<file path="src/design/pcr_cfg.svh">
// timing and width constants for the pin-configured converter read-out
// assumes a 100 mhz system clock and a 32.768 khz crystal reference
`ifndef PCR_CFG_SVH
`define PCR_CFG_SVH
`define PCR_SYS_FREQ_HZ 100000000
`define PCR_XTAL_FREQ_HZ 32768
// half a crystal period in system cycles, rounded down
`define PCR_HALF_XTAL_CYC (`PCR_SYS_FREQ_HZ / (2 * `PCR_XTAL_FREQ_HZ))
`define PCR_CNT_W 12
`define PCR_LOCK_CYC 12'd1000
`define PCR_WORD_BITS 24
`define PCR_BIT_CNT_W 5
`define PCR_SETTLE_RESULTS 2'd2
`define PCR_FIFO_DEPTH 8
`endif

</file>
<file path="src/design/pcr_pkg.sv">
// types shared by the converter read-out modules
// assumes pcr_cfg.svh is on the include path
`include "pcr_cfg.svh"
package pcr_pkg;
  typedef enum logic [1:0] {PWR_STANDBY, PWR_LOCK, PWR_RUN} pcr_pwr_type;
  typedef enum logic [1:0] {SER_EMPTY, SER_GAP, SER_HOLD, SER_SHIFT} pcr_ser_type;
  typedef struct packed {
    logic pair_two;
    logic wide_range;
    logic slave;
  } pcr_pins_type;
  typedef struct packed {
    logic valid;
    logic [`PCR_WORD_BITS-1:0] data;
  } pcr_result_type;
endpackage

</file>
<file path="src/design/pcr_fifo.sv">
// small synchronous fifo with valid/ready on both sides
// assumes one clock; clear empties it in one cycle
`timescale 1ns/100ps
module pcr_fifo #(
  parameter int WIDTH = 24,
  parameter int DEPTH = 8
) (
  input wire logic sys_clk,
  input wire logic rst,
  input wire logic clear,
  input wire logic in_valid,
  output logic in_ready,
  input wire logic [WIDTH-1:0] in_data,
  output logic out_valid,
  input wire logic out_ready,
  output logic [WIDTH-1:0] out_data
);
  localparam int AW = $clog2(DEPTH);
  logic [WIDTH-1:0] mem [DEPTH];
  logic [AW-1:0] wr_ptr;
  logic [AW-1:0] rd_ptr;
  logic [AW:0] count;
  wire push = in_valid && in_ready;
  wire pop = out_valid && out_ready;
  assign in_ready = (count != (AW+1)'(DEPTH));
  assign out_valid = (count != '0);
  assign out_data = mem[rd_ptr];
  always_ff @(posedge sys_clk) begin
    if (push) begin
      mem[wr_ptr] <= in_data;
    end
  end
  always_ff @(posedge sys_clk or posedge rst) begin
    if (rst) begin
      wr_ptr <= '0;
      rd_ptr <= '0;
      count <= '0;
    end else if (clear) begin
      wr_ptr <= '0;
      rd_ptr <= '0;
      count <= '0;
    end else begin
      if (push) begin
        wr_ptr <= (wr_ptr == AW'(DEPTH-1)) ? '0 : wr_ptr + 1'b1;
      end
      if (pop) begin
        rd_ptr <= (rd_ptr == AW'(DEPTH-1)) ? '0 : rd_ptr + 1'b1;
      end
      count <= count + (AW+1)'(push) - (AW+1)'(pop);
    end
  end
endmodule

</file>
<file path="src/design/pcr_adc_top.sv">
// control and serial read-out of a pin-configured two-pair converter
// assumes the modulator/filter delivers finished results as a stream,
// and all pins arrive asynchronous to sys_clk
`timescale 1ns/100ps
`include "pcr_cfg.svh"
// Functional notes
// input pair two is converted when input_pair_select is 1, pair one when 0.
// range select 1 picks the low-gain wide span, 0 the high-gain narrow span.
// as clock master the serial clock is driven with one crystal period per bit.
// as slave the host clocks the word in one burst or in smaller groups.
// chip select low locks the multiplier and then starts converting.
// chip select high aborts, floats data and clock, idles and drops any result.
// data/ready is high while converting and falls when a result is ready.
// an unread result makes data/ready rise before the next result replaces it.
// as master, data/ready stays low half a clock period before clocking starts.
// bits change on falling clock edges and are sampled on rising edges.
// operating-mode 0 selects clock master and 1 selects clock slave.
// a slave-mode host treats data/ready low as a request to read.
// as master exactly 24 clock cycles move a word, then the clock idles high.
// as slave the host keeps the clock high between transfers.
// results inside the settling time after a pair change are not offered.
// the result word goes out most significant bit first.
module pcr_adc_top (
  input wire logic sys_clk,
  input wire logic rst,
  input wire logic chip_select_n,
  input wire logic input_pair_select,
  input wire logic range_select,
  input wire logic mode_select,
  input wire logic sclk_in,
  output logic sclk_out,
  output logic sclk_oe,
  output logic dout_rdy_out,
  output logic dout_rdy_oe,
  output logic conv_run,
  output pcr_pkg::pcr_pins_type front_cfg,
  input wire logic result_valid,
  output logic result_ready,
  input wire logic [`PCR_WORD_BITS-1:0] result_data
);
  import pcr_pkg::*;

  // two-flop synchronisers: cs, pair, range, mode, sclk
  logic [4:0] pin_meta;
  logic [4:0] pin_sync;
  always_ff @(posedge sys_clk or posedge rst) begin
    if (rst) begin
      pin_meta <= 5'h11;
      pin_sync <= 5'h11;
    end else begin
      pin_meta <= {chip_select_n, input_pair_select, range_select, mode_select, sclk_in};
      pin_sync <= pin_meta;
    end
  end
  wire cs_active = !pin_sync[4];
  wire sclk_pin = pin_sync[0];
  pcr_pins_type pins;
  assign pins = '{pair_two: pin_sync[3], wide_range: pin_sync[2], slave: pin_sync[1]};

  pcr_pwr_type pwr;
  pcr_pwr_type next_pwr;
  logic [`PCR_CNT_W-1:0] lock_cnt;
  wire lock_done = (lock_cnt == `PCR_LOCK_CYC);
  always_comb begin
    next_pwr = pwr;
    unique case (pwr)
      PWR_STANDBY: if (cs_active) next_pwr = PWR_LOCK;
      PWR_LOCK: next_pwr = !cs_active ? PWR_STANDBY : (lock_done ? PWR_RUN : PWR_LOCK);
      PWR_RUN: if (!cs_active) next_pwr = PWR_STANDBY;
      default: next_pwr = PWR_STANDBY;
    endcase
  end
  always_ff @(posedge sys_clk or posedge rst) begin
    if (rst) begin
      pwr <= PWR_STANDBY;
      lock_cnt <= '0;
    end else begin
      pwr <= next_pwr;
      lock_cnt <= (pwr == PWR_LOCK) ? lock_cnt + 1'b1 : '0;
    end
  end
  wire running = (pwr == PWR_RUN);
  assign conv_run = running;
  // pair and span go straight to the mux and gain stage
  assign front_cfg = pins;

  // results are buffered; cs high flushes whatever is queued
  logic q_valid;
  logic q_ready;
  logic [`PCR_WORD_BITS-1:0] q_data;
  pcr_fifo #(.WIDTH(`PCR_WORD_BITS), .DEPTH(`PCR_FIFO_DEPTH)) u_fifo (
    .sys_clk(sys_clk),
    .rst(rst),
    .clear(!running),
    .in_valid(result_valid && running),
    .in_ready(result_ready),
    .in_data(result_data),
    .out_valid(q_valid),
    .out_ready(q_ready),
    .out_data(q_data)
  );

  // settling: results of the first two conversions after a start or pair change are dropped
  logic pair_seen;
  logic [1:0] settle_left;
  wire pair_changed = running && (pins.pair_two != pair_seen);
  wire drop_result = q_valid && (settle_left != 2'd0);
  always_ff @(posedge sys_clk or posedge rst) begin
    if (rst) begin
      pair_seen <= 1'b0;
      settle_left <= `PCR_SETTLE_RESULTS;
    end else begin
      pair_seen <= pins.pair_two;
      if (!running || pair_changed) begin
        settle_left <= `PCR_SETTLE_RESULTS;
      end else if (drop_result) begin
        settle_left <= settle_left - 2'd1;
      end
    end
  end

  // crystal-rate half-period enable derived from sys_clk
  logic [`PCR_CNT_W-1:0] half_cnt;
  wire half_tick = (half_cnt == `PCR_CNT_W'(`PCR_HALF_XTAL_CYC - 1));
  always_ff @(posedge sys_clk or posedge rst) begin
    if (rst) begin
      half_cnt <= '0;
    end else begin
      half_cnt <= half_tick ? '0 : half_cnt + 1'b1;
    end
  end

  // serial side
  pcr_ser_type ser;
  pcr_ser_type next_ser;
  logic [`PCR_WORD_BITS-1:0] shift;
  logic [`PCR_BIT_CNT_W-1:0] bits_done;
  logic sclk_phase;
  logic sclk_prev;
  logic started;
  wire master = !pins.slave;
  wire slave_fall = pins.slave && sclk_prev && !sclk_pin;
  wire slave_rise = pins.slave && !sclk_prev && sclk_pin;
  wire master_busy = master && (ser == SER_HOLD || ser == SER_SHIFT) && half_tick;
  // the tick that ends the ready-low half period is the first falling edge
  wire master_fall = master_busy && !sclk_phase;
  wire master_rise = master_busy && sclk_phase && (ser == SER_SHIFT);
  // the last bit stays on the line half a period past the last rising edge
  wire master_done = master && (ser == SER_SHIFT) && half_tick &&
                     (bits_done == `PCR_BIT_CNT_W'(`PCR_WORD_BITS));
  wire fall_edge = slave_fall || master_fall;
  wire rise_edge = slave_rise || master_rise;
  wire last_rise = rise_edge && (bits_done == `PCR_BIT_CNT_W'(`PCR_WORD_BITS - 1));
  wire newer_waiting = q_valid && !drop_result;
  // a held word is only replaced before the host has begun to clock it
  wire replace_now = (ser == SER_HOLD) && newer_waiting && !started;
  wire load_now = (ser == SER_GAP) && half_tick && newer_waiting;
  assign q_ready = drop_result || load_now;

  always_comb begin
    next_ser = ser;
    unique case (ser)
      SER_EMPTY: if (newer_waiting) next_ser = SER_GAP;
      SER_GAP: if (load_now) next_ser = SER_HOLD;
      SER_HOLD: begin
        if (replace_now && pins.slave) begin
          next_ser = SER_GAP;
        end else if (master && half_tick) begin
          next_ser = SER_SHIFT;
        end else if (last_rise) begin
          next_ser = SER_EMPTY;
        end
      end
      SER_SHIFT: if (master_done) next_ser = SER_EMPTY;
    endcase
    if (!running) next_ser = SER_EMPTY;
  end

  always_ff @(posedge sys_clk or posedge rst) begin
    if (rst) begin
      ser <= SER_EMPTY;
      shift <= '0;
      bits_done <= '0;
      sclk_phase <= 1'b0;
      sclk_prev <= 1'b1;
      started <= 1'b0;
    end else begin
      ser <= next_ser;
      sclk_prev <= sclk_pin;
      if (load_now) begin
        shift <= q_data;
        bits_done <= '0;
        started <= 1'b0;
        sclk_phase <= 1'b0;
      end else if (fall_edge && started) begin
        shift <= {shift[`PCR_WORD_BITS-2:0], 1'b0};
      end
      if (fall_edge && (ser == SER_HOLD || ser == SER_SHIFT)) begin
        started <= 1'b1;
      end
      if (rise_edge && started) begin
        bits_done <= bits_done + 1'b1;
      end
      if (master_busy) begin
        sclk_phase <= !sclk_phase;
      end
    end
  end

  // data/ready: high while nothing is held, low while waiting, data once clocking starts
  logic dout_next;
  assign dout_next = (ser == SER_EMPTY || ser == SER_GAP) ? 1'b1 :
                     (started ? shift[`PCR_WORD_BITS-1] : 1'b0);
  always_ff @(posedge sys_clk or posedge rst) begin
    if (rst) begin
      dout_rdy_out <= 1'b1;
      sclk_out <= 1'b1;
      dout_rdy_oe <= 1'b0;
      sclk_oe <= 1'b0;
    end else begin
      dout_rdy_out <= dout_next;
      // master clock idles high; low half then high half per bit
      sclk_out <= !((ser == SER_SHIFT) && sclk_phase) || !master;
      dout_rdy_oe <= running;
      sclk_oe <= running && master;
    end
  end

  // length of the current hold, too long for a repetition count
  logic [`PCR_CNT_W-1:0] hold_len;
  always_ff @(posedge sys_clk or posedge rst) begin
    if (rst) begin
      hold_len <= '0;
    end else begin
      hold_len <= (ser == SER_HOLD) ? hold_len + 1'b1 : '0;
    end
  end
  wire hold_leaving = master && (ser == SER_HOLD) && (next_ser == SER_SHIFT);
  wire hold_long = (hold_len >= `PCR_CNT_W'(`PCR_HALF_XTAL_CYC - 1));
endmodule

</file>
<file path="config.mk">
export PLATFORM = sky130hd
export DESIGN_NAME = pcr_adc_top
export DESIGN_NICKNAME = d
export VERILOG_FILES = /design/src/design/pcr_pkg.sv /design/src/design/pcr_fifo.sv /design/src/design/pcr_adc_top.sv
export VERILOG_INCLUDE_DIRS = /design/src /design/src/design
export SDC_FILE = /design/constraint.sdc
export NUM_CORES = 1
export LEC_CHECK = 0
export ABC_AREA = 1
export BUFFER_PORTS_ARGS = -buffer_cell sky130_fd_sc_hd__buf_4
export CORE_ASPECT_RATIO = 0.5
export CORE_MARGIN = 10
export CORE_UTILIZATION = 56
export DETAILED_ROUTE_END_ITERATION = 8
export PLACE_DENSITY_LB_ADDON = 0.25
export SYNTH_ARGS = -nofsm -noshare
export SYNTH_HDL_FRONTEND = slang
export SYNTH_HIERARCHICAL = 1
export SYNTH_SLANG_ARGS = --single-unit
</file>
<file path="constraint.sdc">
create_clock -name sys_clk -period 7.9 [get_ports sys_clk]
set_input_delay 0.395 -clock sys_clk [delete_from_list [all_inputs] [get_ports sys_clk]]
set_output_delay 0.395 -clock sys_clk [all_outputs]
set_load 0.005 [all_outputs]
</file>
[Word level (Yosys, flattened, before mapping)]
Memory sizes are Yosys's and may differ from the RTL's.
Cells that the tools add are included.
Word-level totals
  logic and storage cells: 141
  memories: 1
  output and inout bits: 9
  input bits: 32
  bits in writable memories: 192
  flip-flop bits (word level): 87
Operators by class
  mux-type cells: 35
  reduce and logical (&&, ||, !) cells: 56
  add/sub/neg operators: 8
  equality and inequality tests: 21
Memory list
  u_fifo.mem: words 8, width 24, rd ports 1, clocked after Yosys merged registers in 0, wr ports 1, line pcr_fifo.sv:19  | logic [WIDTH-1:0] mem [DEPTH];
Operators by type and width (number)
  24-bit 2-to-1 mux: 2
  1-bit logical AND: 30
  2-bit 2-to-1 mux: 13
  12-bit by 1-bit adder with 12-bit output (second input constant): 2
  12-bit 2-to-1 mux: 2
  3-bit 2-to-1 mux: 6
  12-bit by 10-bit == test with 1-bit output (second input constant): 1
  12-bit by 11-bit == test with 1-bit output (second input constant): 1
  2-bit nonzero test: 6
  5-bit == test (second input constant): 2
  5-bit 2-to-1 mux: 2
  3-bit inequality test (second input constant): 3
  1-bit logical NOT: 8
  2-bit case mux with 4 select lines: 1
  1-bit logical OR: 7
  1-bit 2-to-1 mux: 7
  3-bit by 1-bit adder with 3-bit output (second input constant): 2
  2-bit == test (second input constant): 3
  3-bit == test (second input constant): 2
  2-bit case mux with 3 select lines: 1
  5-bit by 1-bit adder with 5-bit output (second input constant): 1
  5-bit inequality test (second input constant): 1
  4-bit by 1-bit adder with 4-bit output: 1
  2-bit by 1-bit == test with 1-bit output (second input constant): 2
  other kinds (11): 14

[Longest topological paths before layout]
  depth in word-level cells: 13
  mapped depth: 20
  mapped depth without buffers: 18

[Modules after synthesis]
The synthesis kept the hierarchy.
By module, submodules not included
  pcr_fifo: instances 1, cells an instance 920, area an instance 9057.4 um2
  pcr_adc_top: instances 1, cells an instance 475, area an instance 3799.9 um2

[Worst setup path before layout]
No wires, ideal clock.
  path kind: reg-to-reg
  start point: reg pwr[1]
  end point: mem u_fifo.mem[6][0], enable pin
  required time: 7.465 ns
  cell stages (with the launch flop): 8
  library setup time: 0.435 ns
  arrival time: 3.048 ns
  slack: 4.417 ns
  buffers on the path: 1
  cell sequence: dfrtp_1 > inv_1 > nor2_1 > inv_1 > nor2_1 > nand2_1 > buf_4 > nor3_1
On the way
  longest elaborated chain between the ends: 5
Ends and longest elaborated chain
  start: declaration: line pcr_adc_top.sv:60  | pcr_pwr_type pwr;
  start signal: assignment: line pcr_adc_top.sv:78  | pwr <= next_pwr;
  2-bit == test: line pcr_adc_top.sv:82  | wire running = (pwr == PWR_RUN);
  net conv_run: line pcr_adc_top.sv:35  | output logic conv_run,
  1-bit logical AND: line pcr_adc_top.sv:95  | .in_valid(result_valid && running),
  1-bit logical AND: line pcr_fifo.sv:23  | wire push = in_valid && in_ready;
  1-bit 2-to-1 mux: line pcr_fifo.sv:29  | if (push) begin
  1-bit 2-to-1 mux (not written as such): line pcr_fifo.sv:30  | mem[wr_ptr] <= in_data;
  end: declaration: line pcr_fifo.sv:19
The timed path passes the listed nets, and every way through them passes these cells.

[Worst setup path after layout]
  start point: reg half_cnt[0]
  end point: reg u_fifo.count[1]
On the way
  longest elaborated chain between the ends: 7
Ends and longest elaborated chain
  start: declaration: line pcr_adc_top.sv:123  | logic [`PCR_CNT_W-1:0] half_cnt;
  start signal: assignment: line pcr_adc_top.sv:129  | half_cnt <= half_tick ? '0 : half_cnt + 1'b1;
  12-bit by 11-bit == test with 1-bit output: line pcr_adc_top.sv:124  | wire half_tick = (half_cnt == `PCR_CNT_W'(`PCR_HALF_XTAL_CYC - 1));
  1-bit logical AND (2 in series): line pcr_adc_top.sv:157  | wire load_now = (ser == SER_GAP) && half_tick && newer_waiting;
  1-bit logical OR: line pcr_adc_top.sv:158  | assign q_ready = drop_result || load_now;
  net q_ready: line pcr_adc_top.sv:89  | logic q_ready;
  1-bit logical AND: line pcr_fifo.sv:24  | wire pop = out_valid && out_ready;
  4-bit by 1-bit subtractor with 4-bit output: line pcr_fifo.sv:49  | count <= count + (AW+1)'(push) - (AW+1)'(pop);
  4-bit 2-to-1 mux: line pcr_fifo.sv:38  | end else if (clear) begin
  end signal: assignment: line pcr_fifo.sv:49
  end: declaration: line pcr_fifo.sv:22  | logic [AW:0] count;
The timed path passes the listed nets, and every way through them passes these cells.
A chain may end at the register's enable or synchronous reset.

==> metrics.md <==
| Metric | Value |
|---|---|
| CP max stage delay | 0.52 ns |
| Detailed placement HPWL | 15100 um |
| Final Setup Violations | 0 |
| Final wirelength | 26900 um |
| Full die area | 29800 um2 |
| Input/output buffers | 40 |
| Setup crit start kind | register |
| Unique cell type count in the Yosys netlist | 37 |
| DRC Markers | 0 |
| Hold Path Class | in2reg |
| Commonest cells in the netlist | nand2_1 (489), inv_1 (253), edfxtp_1 (192) |
| CTS H-tree lvls | 1 |
| Post-synth EDFFs | 192 |
| Clock Tree Root | clkbuf_16 |
| Final Hold Viols | 0 |
| Synth top area cells | edfxtp_1 (45%), dfrtp_1 (15%), nand2_1 (14%) |
| Yosys reg bits | 279 |
| Post-CTS Setup Repair Bufs | 0 |
| Number of global-route vias before repair | 9052 |
| RePlAce Congestion | 0.810 |
| Synth warn | 6 |
| Syn avg cell area | 9.22 um2 |
| Row Count | 39 |
| Detailed Route Iter0 Violations | 736 |
| Nets | 1478 |
| GR Layer Usage met3 | 3.78% |
| Remaining antenna violation count | 0 |
| Synthesized Nets | 1444 |
| CTS tree | built |
| Initial antenna violation count | 0 |
| Most common cell on crit path | inv_1 |
| Critical path arrival | 3.87 ns |
| Worst clock skew | 0.0171 ns |
| RSZ-0062 raised after global routing | no |
| Routed WL per cell | 15.3 um |
| Crit share post-route | 43.7% |
| Crit-path slowest cell | nand3_4 |
| Initial core utilization | 56.7% |
| Pin count of the biggest net entering global routing | 74 |
| WP data required | 8.31 ns |
| Area leader, netlist | edfxtp_1 |
| Count leader, synth | nand2_1 |
| Die H | 127 um |
| Worst slew pin tran | 1.09 ns |
| Final setup TNS | 0 ns |
| Pre-antenna DRT Iters | 5 |
| Total global-route track usage | 18.3% |
| Leak Pwr | 6.72 nW |
| Core area | 22700 um2 |
| Post-synthesis cell count | 1395 |
| Global-route wire length before repair | 44200 um |
| GR peak layer | met2 |
| Grt met1 use | 23.8% |
| Status | finished, final reports clean |
| Post-cts sizing count | 0 |
| Clock Path Buffers | 3 |
| CP cell instances | inv_1, ha_1, nand2_1, nor2_1, nand2_2, nor2_4, nand3_4, nand2_1, nand2_1, inv_1, ha_1, inv_1, ha_1, fa_1, inv_1, nor2_1 |
| Yosys top cell area share | 44.8% |
| P&R area growth vs syn | 11.1% |
| Vias post-DR | 9061 |
| Slew Viols, Final | 0 |
| Max_cap viols | 0 |
| Worst skew pair latency | 0.55 ns |
| GR met2 Demand/Resource | 29.8% |
| Clock slew at reported path FFs | 0.06 ns |
| Sequential-to-total area share from yosys stat | 61.9% |
| Layout cells sized above 1 | 9.52% |
| WS Path Type | reg2reg |
| PwrDens | 201 nW/um2 |
| DIE WIDTH | 234 um |
| CP Max Fanout | 54 |
| Hold_buf cts | 6 |
| Synth Cell Area | 12900 um2 |
| Worst Setup End Kind | register |
| Ant diodes | 0 |
| Cts bufs inserted | 26 |
| Slew HR | 27.4% |
| Crit path time final | 3.46 ns |
| WHS | 0.0738 ns |
| GRT overflow | 0 |
| VDD IR max | 0.147 mV |
| Async set or reset register ratio after synthesis | 31.2% |
| Clock Sinks | 279 |
| Commonest register cell after synthesis | edfxtp_1 |
| Fmax | 289 MHz |
| Drt via density | 5.16 |
| I/O pin total | 41 |
-- worst max-delay path: cells and delay by family, from the launching register on --
kind                     cells  cell delay, ns
adder cells (fa/ha/maj)      4            1.01
buffers and inverters        4            0.29
flip-flops                   1            0.41
AND/OR/NAND/NOR              8            1.63
-- through the flow --
| stage | std cells | setup slack, ns | power (mW) | utilization, % | area (um2) |
|---|---|---|---|---|---|
| 2_1_floorplan | 1395 | 4.42 | 1.62 | - | 12900 |
| 3_3_place_gp | 1702 | 4.63 | 1.64 | 58.8 | 13300 |
| 3_5_place_dp | 1702 | 4.49 | 1.65 | 58.8 | 13300 |
| 4_1_cts | 1756 | 4.43 | 2.90 | 62.9 | 14300 |
| 5_1_grt | 1756 | 4.10 | 2.96 | 62.9 | 14300 |
| 6_report | 1756 | 4.44 | 2.87 | 62.9 | 14300 |
-- registers in the layout, summed over array words and instances (netlist names), 3 cells and up --
name,flops
pin_meta,5
u_fifo/rd_ptr,3
u_fifo/wr_ptr,3
pin_sync,5
shift,24
lock_cnt,12
u_fifo/mem,192
bits_done,5
u_fifo/count,4
half_cnt,12
-- worst paths after layout --
| check | startpoint | end | slack [ns] | cells after the start |
|---|---|---|---|---|
| min in group asynchronous | rst | pin_sync[3] | 0.27 | 3 |
| setup / recovery | half_cnt[0] | u_fifo/count[1] | 4.44 | 16 |
| hold reg to reg | pin_meta[1] | pin_sync[1] | 0.35 | 0 |
| max in group asynchronous | rst | shift[21] | 6.52 | 4 |
| setup reg to reg | half_cnt[0] | u_fifo/count[1] | 4.44 | 16 |
| hold / removal | result_data[19] | u_fifo/mem[0][19] | 0.07 | 1 |
-- area by class of cell --
class	instances	area [um2]
Clock inverter	12	111
Fill cell	1804	8410
Multi-Input combinational cell	806	3640
Sequential cell	279	7950
Tap cell	307	384
Timing Repair Buffer	60	465
Clock buffer	36	761
Inverter	256	963
-- logic make-up (layout without fill, tap and decap cells) --
logic type,after synthesis,in the layout,synth area share [%]
AND/OR/NAND/NOR,744,744,24.2
flip-flops,279,279,61.9
adder cells (fa/ha/maj),17,17,1.71
buffers and inverters,310,364,10.1
XOR/XNOR,6,6,0.409
AO/OA/AOI/OAI,39,39,1.70
-- cell usage in the layout (no fill, tap or decap), types with 2 or more instances in the layout --
master,count
nor3_2,8
nor3_1,11
o21ai_0,8
clkbuf_8,3
ha_1,16
inv_2,2
clkbuf_1,5
nand2_1,489
nand2_2,15
o21ai_1,4
nor2_4,2
edfxtp_1,192
or2_2,2
buf_4,54
dfstp_2,8
a21oi_1,17
dlygate4sd3_1,6
clkinv_2,10
xor2_1,4
o22ai_1,2
o211ai_1,2
nand4_1,8
o21a_1,2
inv_1,252
xnor2_1,2
clkbuf_16,28
nand3_1,151
nor2_1,53
nor4_1,3
dfrtp_1,78
-- report_power, final --
part / total [mW] / switching [mW] / internal (mW) / leakage, nW
sequential: 1.57 / 0.00324 / 1.57 / 2.88
combinational: 0.0424 / 0.0267 / 0.0158 / 3.42
clock: 1.26 / 0.544 / 0.712 / 0.431
-- metal layers --
metal,part of all wire (%),up-vias
li1,-,4439
met1,44,4309
met2,46,253
met3,6.4,60
met4,2.9,0
met5,0,-
(Power assumes the default switching activity.)
